<file path="config.mk">
export PLATFORM = sky130hd
export DESIGN_NAME = pwr_mode_wake_seq
export DESIGN_NICKNAME = d
export VERILOG_FILES = /design/src/inc/pwr_seq_pkg.sv /design/src/hdl/pwr_mode_wake_seq.sv /design/src/hdl/wake_timer.sv
export SDC_FILE = /design/constraint.sdc
export NUM_CORES = 1
export LEC_CHECK = 0
export BUFFER_PORTS_ARGS = -buffer_cell sky130_fd_sc_hd__buf_2
export CAP_MARGIN = 25
export CORE_ASPECT_RATIO = 0.9
export CORE_MARGIN = 4
export CORE_UTILIZATION = 45
export CTS_CLUSTER_SIZE = 8
export DETAILED_ROUTE_END_ITERATION = 10
export PLACE_DENSITY_LB_ADDON = 0.25
export SLEW_MARGIN = 5
export SYNTH_ARGS = -nofsm -noshare
export SYNTH_HDL_FRONTEND = slang
export SYNTH_HIERARCHICAL = 1
export SYNTH_SLANG_ARGS = --single-unit
</file>
<file path="constraint.sdc">
create_clock -name ref_clk_i -period 5.6 [get_ports ref_clk_i]
set_input_delay 0.28 -clock ref_clk_i [delete_from_list [all_inputs] [get_ports ref_clk_i]]
set_output_delay 0.28 -clock ref_clk_i [all_outputs]
set_load 0.05 [all_outputs]
</file>
<file path="src/inc/pwr_seq_pkg.sv">
// constants and types shared by the power mode and wake sequencer
package pwr_seq_pkg;
	// ===================================================
	// timing
	localparam int CLK_MHZ = 100;
	localparam int IRC_START_US = 60;
	localparam int FLASH_WAKE_US = 100;
	localparam int IRC_START_CYC = IRC_START_US * CLK_MHZ;
	localparam int FLASH_WAKE_CYC = FLASH_WAKE_US * CLK_MHZ;
	localparam logic [15:0] WAKE_IRC_CYC = 16'h0004;
	localparam logic [15:0] WAKE_MAIN_CYC = 16'h1000;
	localparam logic [15:0] WAKE_SRAM_CYC = 16'h0004;

	// ===================================================
	// register offsets (byte addresses)
	localparam logic [7:0] OFS_CTRL = 8'h00;
	localparam logic [7:0] OFS_CLKDIV = 8'h04;
	localparam logic [7:0] OFS_CLKOUT = 8'h08;
	localparam logic [7:0] OFS_PGATE = 8'h0C;
	localparam logic [7:0] OFS_PDIV = 8'h10;
	localparam logic [7:0] OFS_STATUS = 8'h14;
	localparam logic [7:0] OFS_WMASK = 8'h18;

	// ===================================================
	// field positions and reset values
	localparam int CTRL_MODE_LSB = 0;
	localparam int CTRL_MAIN_EN = 2;
	localparam int CTRL_MAIN_CONN = 3;
	localparam int CTRL_USB_EN = 4;
	localparam int CTRL_USB_CONN = 5;
	localparam int CTRL_SRC_LSB = 6;
	localparam int DIV_USB_LSB = 8;
	localparam logic [31:0] RST_CTRL = 32'h0000_0000;
	localparam logic [31:0] RST_CLKDIV = 32'h0000_0000;
	localparam logic [31:0] RST_CLKOUT = 32'h0000_0000;
	localparam logic [31:0] RST_PGATE = 32'h0000_0000;
	localparam logic [31:0] RST_PDIV = 32'h0000_0000;

	// ===================================================
	// encodings
	localparam logic [1:0] MODE_SLEEP = 2'h0;
	localparam logic [1:0] MODE_DSLEEP = 2'h1;
	localparam logic [1:0] MODE_PDOWN = 2'h2;
	localparam logic [1:0] SRC_IRC = 2'h0;
	localparam logic [1:0] SRC_MAIN = 2'h1;
	localparam logic [1:0] SRC_RTC = 2'h2;
	localparam logic [2:0] CLKOUT_CPU = 3'h0;
	localparam logic [2:0] CLKOUT_IRC = 3'h1;
	localparam logic [2:0] CLKOUT_XTAL = 3'h2;
	localparam logic [2:0] CLKOUT_RTC = 3'h3;
	localparam logic [2:0] CLKOUT_USB = 3'h4;

	typedef enum logic [2:0] {
		ST_RUN,
		ST_SLEEP,
		ST_DSLEEP,
		ST_PDOWN,
		ST_DPD,
		ST_IRC_START,
		ST_WAKE_CNT
	} pwr_state_t;

	typedef struct packed {
		logic cyc;
		logic stb;
		logic we;
		logic [7:0] adr;
		logic [3:0] sel;
		logic [31:0] dat;
	} wb_req_t;
endpackage : pwr_seq_pkg

</file>
<file path="src/hdl/pwr_mode_wake_seq.sv">
// power mode, wake and clock gating sequencer with a wishbone slave
// ===================================================
// Summary of operation
// usb clock synth disabled and unpowered after reset until software enables
// usb block clocked from main synth 48 MHz while usb synth disabled
// usb synth fed only by main oscillator, output only to usb block
// clock output pin selects cpu, rc, crystal, rtc or usb clock
// run from internal rc oscillator at power-up and power-down wake
// software enables and waits for a source before selecting it
// every power-down wake passes through the wake-up timer
// sleep stops only core clock; peripheral clocks keep running
// sleep ends on reset or interrupt by re-enabling core clock only
// deep-sleep stops clocks, gates rc output, keeps rc powered, keeps state
// deep-sleep entry disables main synth and zeroes cpu and usb dividers
// deep-sleep left on reset or clockless interrupt; flash stays powered
// deep-sleep wake resumes after 4 rc or 4096 main oscillator cycles
// power-down adds removal of rc oscillator and flash power
// power-down wake: 60 us rc start-up then 4 cycles before resuming
// flash wake counter blocks flash access for 100 us after wake
// software reprograms synth and dividers after any deep wake
// deep power-down only on rtc request; all but rtc and reset off
// deep power-down left only by reset pin or rtc alarm
// irq unit hands wake monitor its enabled, urgent mask on entry
// wake monitor wakes cpu when any masked irq line asserts
// each peripheral has its own software clock gate and divider
// main synth off and bypassed after reset and power-down entry
// one mode at a time; reduced modes entered only from run
`timescale 1ns/10ps
module pwr_mode_wake_seq
	import pwr_seq_pkg::*;
#(
	parameter int NIRQ = 32,
	parameter int NPER = 16,
	parameter int IRC_START_CNT = IRC_START_CYC,
	parameter int FLASH_WAKE_CNT = FLASH_WAKE_CYC
) (
	input wire logic ref_clk_i, // 100 MHz clock
	input wire logic sys_rst_i, // chip reset, sync high
	input wire logic clk_en_i, // freezes all state when low, except that an rtc alarm in deep power-down still resets the registers
	input wire wb_req_t wb_req_i, // wishbone request
	output logic [31:0] wb_dat_o, // wishbone read data
	output logic wb_ack_o, // wishbone ack
	input wire logic sleep_req_i, // core waits for interrupt
	input wire logic rtc_dpd_req_i, // rtc deep power-down request
	input wire logic rtc_alarm_i, // rtc alarm match
	input wire logic [NIRQ-1:0] irq_i, // interrupt lines
	input wire logic [NIRQ-1:0] irq_mask_i, // irq unit wake mask
	output logic core_clk_en_o, // core clock gate
	output logic [NPER-1:0] pclk_en_o, // peripheral clock enables
	output logic irc_out_en_o, // rc oscillator output gate
	output logic irc_pwr_o, // rc oscillator power
	output logic flash_pwr_o, // flash power
	output logic flash_ready_o, // flash access allowed
	output logic chip_pwr_o, // main domain power
	output logic main_synth_en_o, // main synth enable
	output logic main_synth_conn_o, // main synth connected
	output logic usb_synth_pwr_o, // usb synth enable and power
	output logic usb_clk_sel_o, // 1 usb synth, 0 main synth
	output logic [1:0] cpu_src_o, // cpu clock source
	output logic [7:0] cpu_div_o, // cpu clock divider
	output logic [3:0] usb_div_o, // usb clock divider
	output logic [2:0] clkout_sel_o, // clock output select
	output logic wake_evt_o // pulse on resume to run from ST_WAKE_CNT
);
	// ===================================================
	// helpers
	function automatic logic [31:0] merge(
		input logic [31:0] old,
		input logic [31:0] din,
		input logic [3:0] sel
	);
		logic [31:0] r;
		r = old;
		for (int b = 0; b < 4; b++) begin
			if (sel[b]) begin
				r[b*8 +: 8] = din[b*8 +: 8];
			end
		end
		return r;
	endfunction : merge

	function automatic logic [2:0] div_mask(input logic [1:0] code);
		unique case (code)
			2'h0: div_mask = 3'h0;
			2'h1: div_mask = 3'h1;
			2'h2: div_mask = 3'h3;
			2'h3: div_mask = 3'h7;
		endcase
	endfunction : div_mask

	// ===================================================
	// declarations
	pwr_state_t state_ff, nxt_state;
	logic [31:0] ctrl_ff, clkdiv_ff, clkout_ff, pgate_ff, pdiv_ff;
	logic [NIRQ-1:0] wmask_ff;
	logic [31:0] rdata;
	logic ack_ff;
	logic [31:0] rd_ff;
	logic wr;
	logic entering, deep_entry, pd_entry, dpd_wake;
	logic wake_hit;
	logic tmr_ld_ff, fl_ld_ff;
	logic [15:0] tmr_cnt_ff;
	logic tmr_busy, fl_busy;
	logic [2:0] pdiv_cnt_ff;
	logic core_clk_ff, periph_run, irc_out_ff, irc_pwr_ff;
	logic flash_pwr_ff, flash_rdy_ff, chip_pwr_ff, wake_evt_ff;
	logic [NPER-1:0] pclk_ff;

	// ===================================================
	// wishbone slave: ack one cycle after the request; write lands with ack
	assign wr = wb_req_i.cyc & wb_req_i.stb & wb_req_i.we & ack_ff;

	always_comb begin
		rdata = 32'h0000_0000;
		unique case (wb_req_i.adr)
			OFS_CTRL: rdata = ctrl_ff;
			OFS_CLKDIV: rdata = clkdiv_ff;
			OFS_CLKOUT: rdata = clkout_ff;
			OFS_PGATE: rdata = pgate_ff;
			OFS_PDIV: rdata = pdiv_ff;
			OFS_STATUS: rdata = {25'h0, core_clk_ff, flash_rdy_ff,
				tmr_busy, 1'b0, state_ff};
			OFS_WMASK: rdata = 32'(wmask_ff);
			default: rdata = 32'h0000_0000;
		endcase
	end

	always_ff @(posedge ref_clk_i) begin
		if (sys_rst_i) begin
			ack_ff <= 1'b0;
			rd_ff <= 32'h0000_0000;
		end else if (clk_en_i) begin
			ack_ff <= wb_req_i.cyc & wb_req_i.stb & ~ack_ff;
			rd_ff <= rdata;
		end
	end

	// ===================================================
	// sequencer state
	assign wake_hit = |(irq_i & wmask_ff);
	assign entering = (state_ff == ST_RUN) && (nxt_state != ST_RUN);
	assign deep_entry = entering && (nxt_state != ST_SLEEP);
	assign pd_entry = entering && (nxt_state inside {ST_PDOWN, ST_DPD});
	assign dpd_wake = (state_ff == ST_DPD) && rtc_alarm_i;
	assign periph_run = nxt_state inside {ST_RUN, ST_SLEEP,
		ST_WAKE_CNT};

	always_comb begin
		nxt_state = state_ff;
		unique case (state_ff)
			ST_RUN: begin
				if (rtc_dpd_req_i) begin
					nxt_state = ST_DPD;
				end else if (sleep_req_i) begin
					unique case (ctrl_ff[CTRL_MODE_LSB +: 2])
						MODE_SLEEP: nxt_state = ST_SLEEP;
						MODE_DSLEEP: nxt_state = ST_DSLEEP;
						MODE_PDOWN: nxt_state = ST_PDOWN;
						default: nxt_state = ST_RUN;
					endcase
				end
			end
			ST_SLEEP: begin
				if (|(irq_i & irq_mask_i)) begin
					nxt_state = ST_RUN;
				end
			end
			ST_DSLEEP: begin
				if (wake_hit) begin
					nxt_state = ST_WAKE_CNT;
				end
			end
			ST_PDOWN: begin
				if (wake_hit) begin
					nxt_state = ST_IRC_START;
				end
			end
			ST_DPD: begin
				if (rtc_alarm_i) begin
					nxt_state = ST_IRC_START;
				end
			end
			ST_IRC_START: begin
				if (!tmr_ld_ff && !tmr_busy) begin
					nxt_state = ST_WAKE_CNT;
				end
			end
			ST_WAKE_CNT: begin
				if (!tmr_ld_ff && !tmr_busy) begin
					nxt_state = ST_RUN;
				end
			end
			default: nxt_state = ST_RUN;
		endcase
	end

	always_ff @(posedge ref_clk_i) begin
		if (sys_rst_i) begin
			state_ff <= ST_RUN;
		end else if (clk_en_i) begin
			state_ff <= nxt_state;
		end
	end

	// mask taken from the irq unit only as a deep mode is entered
	always_ff @(posedge ref_clk_i) begin
		if (sys_rst_i) begin
			wmask_ff <= '0;
		end else if (clk_en_i && deep_entry) begin
			wmask_ff <= irq_mask_i;
		end
	end

	// ===================================================
	// wake and flash delay timers
	always_ff @(posedge ref_clk_i) begin
		if (sys_rst_i) begin
			tmr_ld_ff <= 1'b0;
			tmr_cnt_ff <= 16'h0000;
			fl_ld_ff <= 1'b0;
		end else if (clk_en_i) begin
			tmr_ld_ff <= 1'b0;
			fl_ld_ff <= 1'b0;
			if (state_ff == ST_DSLEEP && wake_hit) begin
				tmr_ld_ff <= 1'b1;
				tmr_cnt_ff <= (ctrl_ff[CTRL_SRC_LSB +: 2] == SRC_MAIN)
					? WAKE_MAIN_CYC : WAKE_IRC_CYC;
			end else if (nxt_state == ST_IRC_START &&
				state_ff != ST_IRC_START) begin
				tmr_ld_ff <= 1'b1;
				tmr_cnt_ff <= 16'(IRC_START_CNT);
			end else if (state_ff == ST_IRC_START &&
				nxt_state == ST_WAKE_CNT) begin
				tmr_ld_ff <= 1'b1;
				tmr_cnt_ff <= WAKE_SRAM_CYC;
				fl_ld_ff <= 1'b1;
			end
		end
	end

	wake_timer #(.W(16)) u_wake_tmr (
		.ref_clk_i(ref_clk_i),
		.sys_rst_i(sys_rst_i),
		.clk_en_i(clk_en_i),
		.load_i(tmr_ld_ff),
		.count_i(tmr_cnt_ff),
		.busy_o(tmr_busy)
	);

	wake_timer #(.W(16)) u_flash_tmr (
		.ref_clk_i(ref_clk_i),
		.sys_rst_i(sys_rst_i),
		.clk_en_i(clk_en_i),
		.load_i(fl_ld_ff),
		.count_i(16'(FLASH_WAKE_CNT)),
		.busy_o(fl_busy)
	);

	// ===================================================
	// software registers with hardware overrides on deep entry
	always_ff @(posedge ref_clk_i) begin
		if (sys_rst_i || dpd_wake) begin
			ctrl_ff <= RST_CTRL;
			clkdiv_ff <= RST_CLKDIV;
			clkout_ff <= RST_CLKOUT;
			pgate_ff <= RST_PGATE;
			pdiv_ff <= RST_PDIV;
		end else if (clk_en_i) begin
			if (wr) begin
				unique case (wb_req_i.adr)
					OFS_CTRL: ctrl_ff <= merge(ctrl_ff,
						wb_req_i.dat, wb_req_i.sel);
					OFS_CLKDIV: clkdiv_ff <= merge(clkdiv_ff,
						wb_req_i.dat, wb_req_i.sel);
					OFS_CLKOUT: clkout_ff <= merge(clkout_ff,
						wb_req_i.dat, wb_req_i.sel);
					OFS_PGATE: pgate_ff <= merge(pgate_ff,
						wb_req_i.dat, wb_req_i.sel);
					OFS_PDIV: pdiv_ff <= merge(pdiv_ff,
						wb_req_i.dat, wb_req_i.sel);
					default: ;
				endcase
			end
			// entry overrides a same-cycle write: the core is stopping
			if (deep_entry) begin
				ctrl_ff[CTRL_MAIN_EN] <= 1'b0;
				ctrl_ff[CTRL_MAIN_CONN] <= 1'b0;
				clkdiv_ff <= 32'h0000_0000;
			end
			if (pd_entry) begin
				ctrl_ff[CTRL_SRC_LSB +: 2] <= SRC_IRC;
			end
		end
	end

	// ===================================================
	// clock and power controls follow the next state
	always_ff @(posedge ref_clk_i) begin
		if (sys_rst_i) begin
			core_clk_ff <= 1'b1;
			irc_out_ff <= 1'b1;
			irc_pwr_ff <= 1'b1;
			flash_pwr_ff <= 1'b1;
			chip_pwr_ff <= 1'b1;
		end else if (clk_en_i) begin
			core_clk_ff <= (nxt_state == ST_RUN);
			irc_out_ff <= !(nxt_state inside {ST_DSLEEP, ST_PDOWN,
				ST_DPD});
			irc_pwr_ff <= !(nxt_state inside {ST_PDOWN,
				ST_DPD});
			flash_pwr_ff <= !(nxt_state inside {ST_PDOWN,
				ST_DPD});
			chip_pwr_ff <= (nxt_state != ST_DPD);
		end
	end

	always_ff @(posedge ref_clk_i) begin
		if (sys_rst_i) begin
			flash_rdy_ff <= 1'b1;
			wake_evt_ff <= 1'b0;
		end else if (clk_en_i) begin
			flash_rdy_ff <= flash_pwr_ff && !fl_busy && !fl_ld_ff &&
				(state_ff != ST_IRC_START) &&
				!(nxt_state inside {ST_PDOWN, ST_DPD,
				ST_IRC_START});
			wake_evt_ff <= (state_ff == ST_WAKE_CNT) &&
				(nxt_state == ST_RUN);
		end
	end

	// ===================================================
	// per-peripheral gates and dividers on a shared prescaler
	always_ff @(posedge ref_clk_i) begin
		if (sys_rst_i) begin
			pdiv_cnt_ff <= 3'h0;
		end else if (clk_en_i) begin
			pdiv_cnt_ff <= pdiv_cnt_ff + 3'h1;
		end
	end

	always_ff @(posedge ref_clk_i) begin
		if (sys_rst_i) begin
			pclk_ff <= '0;
		end else if (clk_en_i) begin
			for (int p = 0; p < NPER; p++) begin
				pclk_ff[p] <= pgate_ff[p] && periph_run &&
					((pdiv_cnt_ff & div_mask(pdiv_ff[2*p +: 2])) ==
					div_mask(pdiv_ff[2*p +: 2]));
			end
		end
	end

	// ===================================================
	// outputs
	// the usb synth reference is hard-wired to the main oscillator;
	// this block only enables it and picks which 48 MHz feeds usb
	assign usb_synth_pwr_o = ctrl_ff[CTRL_USB_EN];
	assign usb_clk_sel_o = ctrl_ff[CTRL_USB_EN] &
		ctrl_ff[CTRL_USB_CONN];
	assign main_synth_en_o = ctrl_ff[CTRL_MAIN_EN];
	assign main_synth_conn_o = ctrl_ff[CTRL_MAIN_CONN];
	assign cpu_src_o = ctrl_ff[CTRL_SRC_LSB +: 2];
	assign cpu_div_o = clkdiv_ff[7:0];
	assign usb_div_o = clkdiv_ff[DIV_USB_LSB +: 4];
	assign clkout_sel_o = clkout_ff[2:0];
	assign core_clk_en_o = core_clk_ff;
	assign pclk_en_o = pclk_ff;
	assign irc_out_en_o = irc_out_ff;
	assign irc_pwr_o = irc_pwr_ff;
	assign flash_pwr_o = flash_pwr_ff;
	assign flash_ready_o = flash_rdy_ff;
	assign chip_pwr_o = chip_pwr_ff;
	assign wake_evt_o = wake_evt_ff;
	assign wb_ack_o = ack_ff;
	assign wb_dat_o = rd_ff;
endmodule : pwr_mode_wake_seq

</file>
<file path="src/hdl/wake_timer.sv">
// down counter used for oscillator start-up and flash wake-up delays
`timescale 1ns/10ps
module wake_timer #(
	parameter int W = 16
) (
	input wire logic ref_clk_i, // clock
	input wire logic sys_rst_i, // sync reset
	input wire logic clk_en_i, // freezes the count
	input wire logic load_i, // start a new delay
	input wire logic [W-1:0] count_i, // delay in cycles
	output logic busy_o // high while counting
);
	logic [W-1:0] cnt_ff;

	always_ff @(posedge ref_clk_i) begin
		if (sys_rst_i) begin
			cnt_ff <= '0;
		end else if (clk_en_i) begin
			if (load_i) begin
				cnt_ff <= count_i;
			end else if (cnt_ff != '0) begin
				cnt_ff <= cnt_ff - 1'b1;
			end
		end
	end

	assign busy_o = (cnt_ff != '0);
endmodule : wake_timer

</file>
==> impl_metrics.env <==
export IMPL_status="finished clean"
export IMPL_dieWidth_um=193
export IMPL_antenna_found_initial=0
export IMPL_async_flop_share_pct=0
export IMPL_first_pass_iters=5
export IMPL_power_density_nw_per_um2=371
export IMPL_slew_headroom_pct=39.7
export IMPL_ys_flop_type="dfxtp_1"
export IMPL_antennaDiodeCount=0
export IMPL_yosysWarningCount=6
export IMPL_grt_ovfl_total=0
export IMPL_seq_power_share_pct=38.9
export IMPL_cts_tree="yes"
export IMPL_syn_inst=1508
export IMPL_io_pins=194
export IMPL_worstHoldPathCells=3
export IMPL_skew_ns=0.0180
export IMPL_port_buffers=193
export IMPL_hold_path_class="primary input to register"
export IMPL_min_period_over_period_pct=66.9
export IMPL_synthTopCellsByArea="dfxtp_1 (42%), mux2i_1 (13%), nor2_1 (7.0%)"
export IMPL_p_switching_uw=1970
export IMPL_clk_insertion_delay_late_ns=0.55
export IMPL_core_um2=30200
export IMPL_path_clk_slew_ns=0.05
export IMPL_drv_slew=0
export IMPL_fp_row_count=60
export IMPL_maxCapViolations=0
export IMPL_rr_startpoint="u_wake_tmr/cnt_ff[4]"
export IMPL_crit_required_ns=6.09
export IMPL_syn_to_final_growth_pct=17.2
export IMPL_yosysMostFrequentCell="dfxtp_1"
export IMPL_tightest_slew_ns=0.903
export IMPL_clockBufferDepth=3
export IMPL_worstPathArrival_ns=4.24
export IMPL_hold_viol=0
export IMPL_ys_seq_area_share_pct=41.7
export IMPL_r2r_end="clkdiv_ff[27]"
export IMPL_peakVddDrop_uv=221
export IMPL_hold_end="wmask_ff[28]"
export IMPL_routed_via_density=5.90
export IMPL_grt_pass1_vias=11600
export IMPL_cts_resized=0
export IMPL_num_fill_cells=2789
export IMPL_timing_setup_tns_ns=0
export IMPL_multiInputGateArea_um2=7510
export IMPL_drcViolationCount=0
export IMPL_cp_end_kind="register"
export IMPL_drive_above_1_share_pct=19.6
export IMPL_synth_common_cells="dfxtp_1 (290), nor2_1 (258), mux2i_1 (187), nand2_1 (98), o21ai_0 (90)"
export IMPL_finalWeightedCongestion=0.932
export IMPL_dp_hpwl_um=32400
export IMPL_netlist_area_um2=13900
export IMPL_numCtsBuffers=42
export IMPL_final_util_pct=54.0
export IMPL_drtAntennaViolNets=0
export IMPL_grt_usage_pct=25.8
export IMPL_switching_share_pct=32.6
export IMPL_synth_top_area_share_pct=41.7
export IMPL_grt_max_degree=73
export IMPL_synth_edf_count=0
export IMPL_grt_pass1_wl_um=69800
export IMPL_r2r_slack_ns=1.85
export IMPL_path_max_fanout=34
export IMPL_yosys_area_top_type="dfxtp_1"
export IMPL_wl_um=45400
export IMPL_power_frac_comb_pct=23.9
export IMPL_dpl_worst_slack_ns=1.90
export IMPL_layout_nets=1807
export IMPL_globalRouteMet3Util_pct=6.28
export IMPL_fin_ws_ns=1.85
export IMPL_dieArea_um2=33800
export IMPL_vias=12300
export IMPL_setup_viol=0
export IMPL_synth_seq_cells=290
export IMPL_regArea_um2=5810
export IMPL_r2r_cells=12
export IMPL_drt_first_iter_violations=1175
export IMPL_gr_usage_met2_pct=40.5
export IMPL_critPathLaunchType="register"
export IMPL_hold_start="irq_mask_i[28]"
export IMPL_die_h_um=175
export IMPL_grt_most_used_layer="met2"
export IMPL_ys_types=78
export IMPL_wl_per_cell_um=21.7
export IMPL_use_met1_pct=35.0
export IMPL_start_util_pct=46.1
export IMPL_syn_avg_cell_area_um2=9.22
export IMPL_max_freq_ghz=0.267
export IMPL_internal_power_uw=4080
export IMPL_pwr_share_clk_pct=37.2
export IMPL_rsz0062_at_grt="no"
export IMPL_post_cts_setup_buffers=0
export IMPL_clockRootBuffer="clkbuf_16"
export IMPL_period_minus_slack_ns=3.75
export IMPL_power_leakage_uw=0.00641
export IMPL_cts_sinks=290
export IMPL_critPathKind="register to register"
export IMPL_h_tree_depth=2
==> worst max-delay path, stage by stage, from the launching register on <==
cell and delay [ns]:
dfxtp_1 0.35, nor4_2 0.34, nand2_2 0.18, or3_1 0.49, nor3b_2 0.28, nand2b_1 0.20
o211a_4 0.18, and2_1 0.21, a31oi_4 0.10, buf_4 0.32, or2_2 0.47, nor2_2 0.34
a22o_1 0.22
==> through the flow <==
stage               cell area, µm²  hold slack [ns]  cells  power, µW
CTS                          16300         0.000342   2093       6060
global placement             15000            0.444   2027       3770
global route                 16300           0.0204   2093       6340
floorplan                    14000            0.349   1531       3460
finish                       16300           0.0140   2093       6050
detailed placement           15000            0.454   2028       3790
==> state kept, by name, summed over array words and instances, names as in the netlist <==
signal / count
clkdiv_ff: 32
clkout_ff: 32
ctrl_ff: 32
pdiv_ff: 32
pgate_ff: 32
wb_dat_o: 32
wmask_ff: 32
pclk_en_o: 16
u_flash_tmr/cnt_ff: 16
u_wake_tmr/cnt_ff: 16
pdiv_cnt_ff: 3
state_ff: 3
tmr_cnt_ff: 3
chip_pwr_o: 1
core_clk_en_o: 1
fl_ld_ff: 1
flash_pwr_o: 1
flash_ready_o: 1
irc_out_en_o: 1
tmr_ld_ff: 1
wake_evt_o: 1
wb_ack_o: 1
==> worst max-delay path by stage <==
stage / startpoint / endpoint / slack [ns] / cells after the start
floorplan: u_wake_tmr/cnt_ff[4] / pclk_en_o[10] / 2.63 / 10
finish: u_wake_tmr/cnt_ff[4] / clkdiv_ff[27] / 1.85 / 12
global route: u_wake_tmr/cnt_ff[4] / clkdiv_ff[18] / 1.51 / 12
global placement: u_wake_tmr/cnt_ff[4] / clkdiv_ff[19] / 2.00 / 12
CTS: u_wake_tmr/cnt_ff[4] / clkdiv_ff[27] / 1.86 / 12
detailed placement: u_wake_tmr/cnt_ff[4] / clkdiv_ff[18] / 1.90 / 12
==> area by class of cell <==
cell class | instances | share of cell area [%]
Tap cell | 403 | 3.09
Timing Repair Buffer | 226 | 7.88
Clock inverter | 4 | 0.391
Clock buffer | 43 | 6.47
Inverter | 22 | 0.507
Sequential cell | 290 | 35.6
Multi-Input combinational cell | 1105 | 46.0
==> cell families (layout without fill, tap and decap cells) <==
group	Yosys count	after routing	synth area share, %
adders and majority gates	3	3	0.270
AOI/OAI and AO/OA	364	364	18.0
muxes	214	214	17.8
and+or+nand+nor	496	496	16.9
other	2	25	0.0540
xor gates and xnor gates	3	3	0.189
DFF	290	290	41.7
buffers and inverters	136	295	5.14
==> layer usage <==
layer  wire, µm  share of wire [%]
met5          0                  0
met4       1510                3.3
met3       3890                8.6
met2      20600                 45
met1      19300                 43
==> cells in the final DEF, fill, tap and decap left out, drive strengths merged, types with 3 or more instances in the layout <==
master / count
a22oi: 57
inv: 23
and2b: 3
a31oi: 9
a211oi: 10
a2111oi: 3
nor2: 273
a222oi: 4
and2: 11
a22o: 49
mux2i: 187
nand2: 100
dlygate4sd3: 18
o41ai: 5
a32oi: 8
nand2b: 7
ha: 3
dfxtp: 290
nor2b: 10
conb: 25
o21ai: 104
nor4: 17
a211o: 3
a21oi: 78
a32o: 16
or4: 6
buf: 208
nand4: 11
clkbuf: 43
nand3: 16
a221oi: 4
mux4: 26
or3: 9
nor3: 19
==> power groups by stage <==
stage	clock, µW	combinational, µW	sequential [µW]
6_report	2250	1450	2350
5_1_grt	2370	1590	2370
4_1_cts	2290	1420	2350
3_5_place_dp	0	1400	2390
3_3_place_gp	0	1390	2380
2_1_floorplan	0	1130	2330
==> what timing repair did <==
action	CTS	global route
hold buffers	18	0
endpoints found under the setup margin	0	0
hold endpoints to repair	18	0
Power figures use the tool's default switching activity.
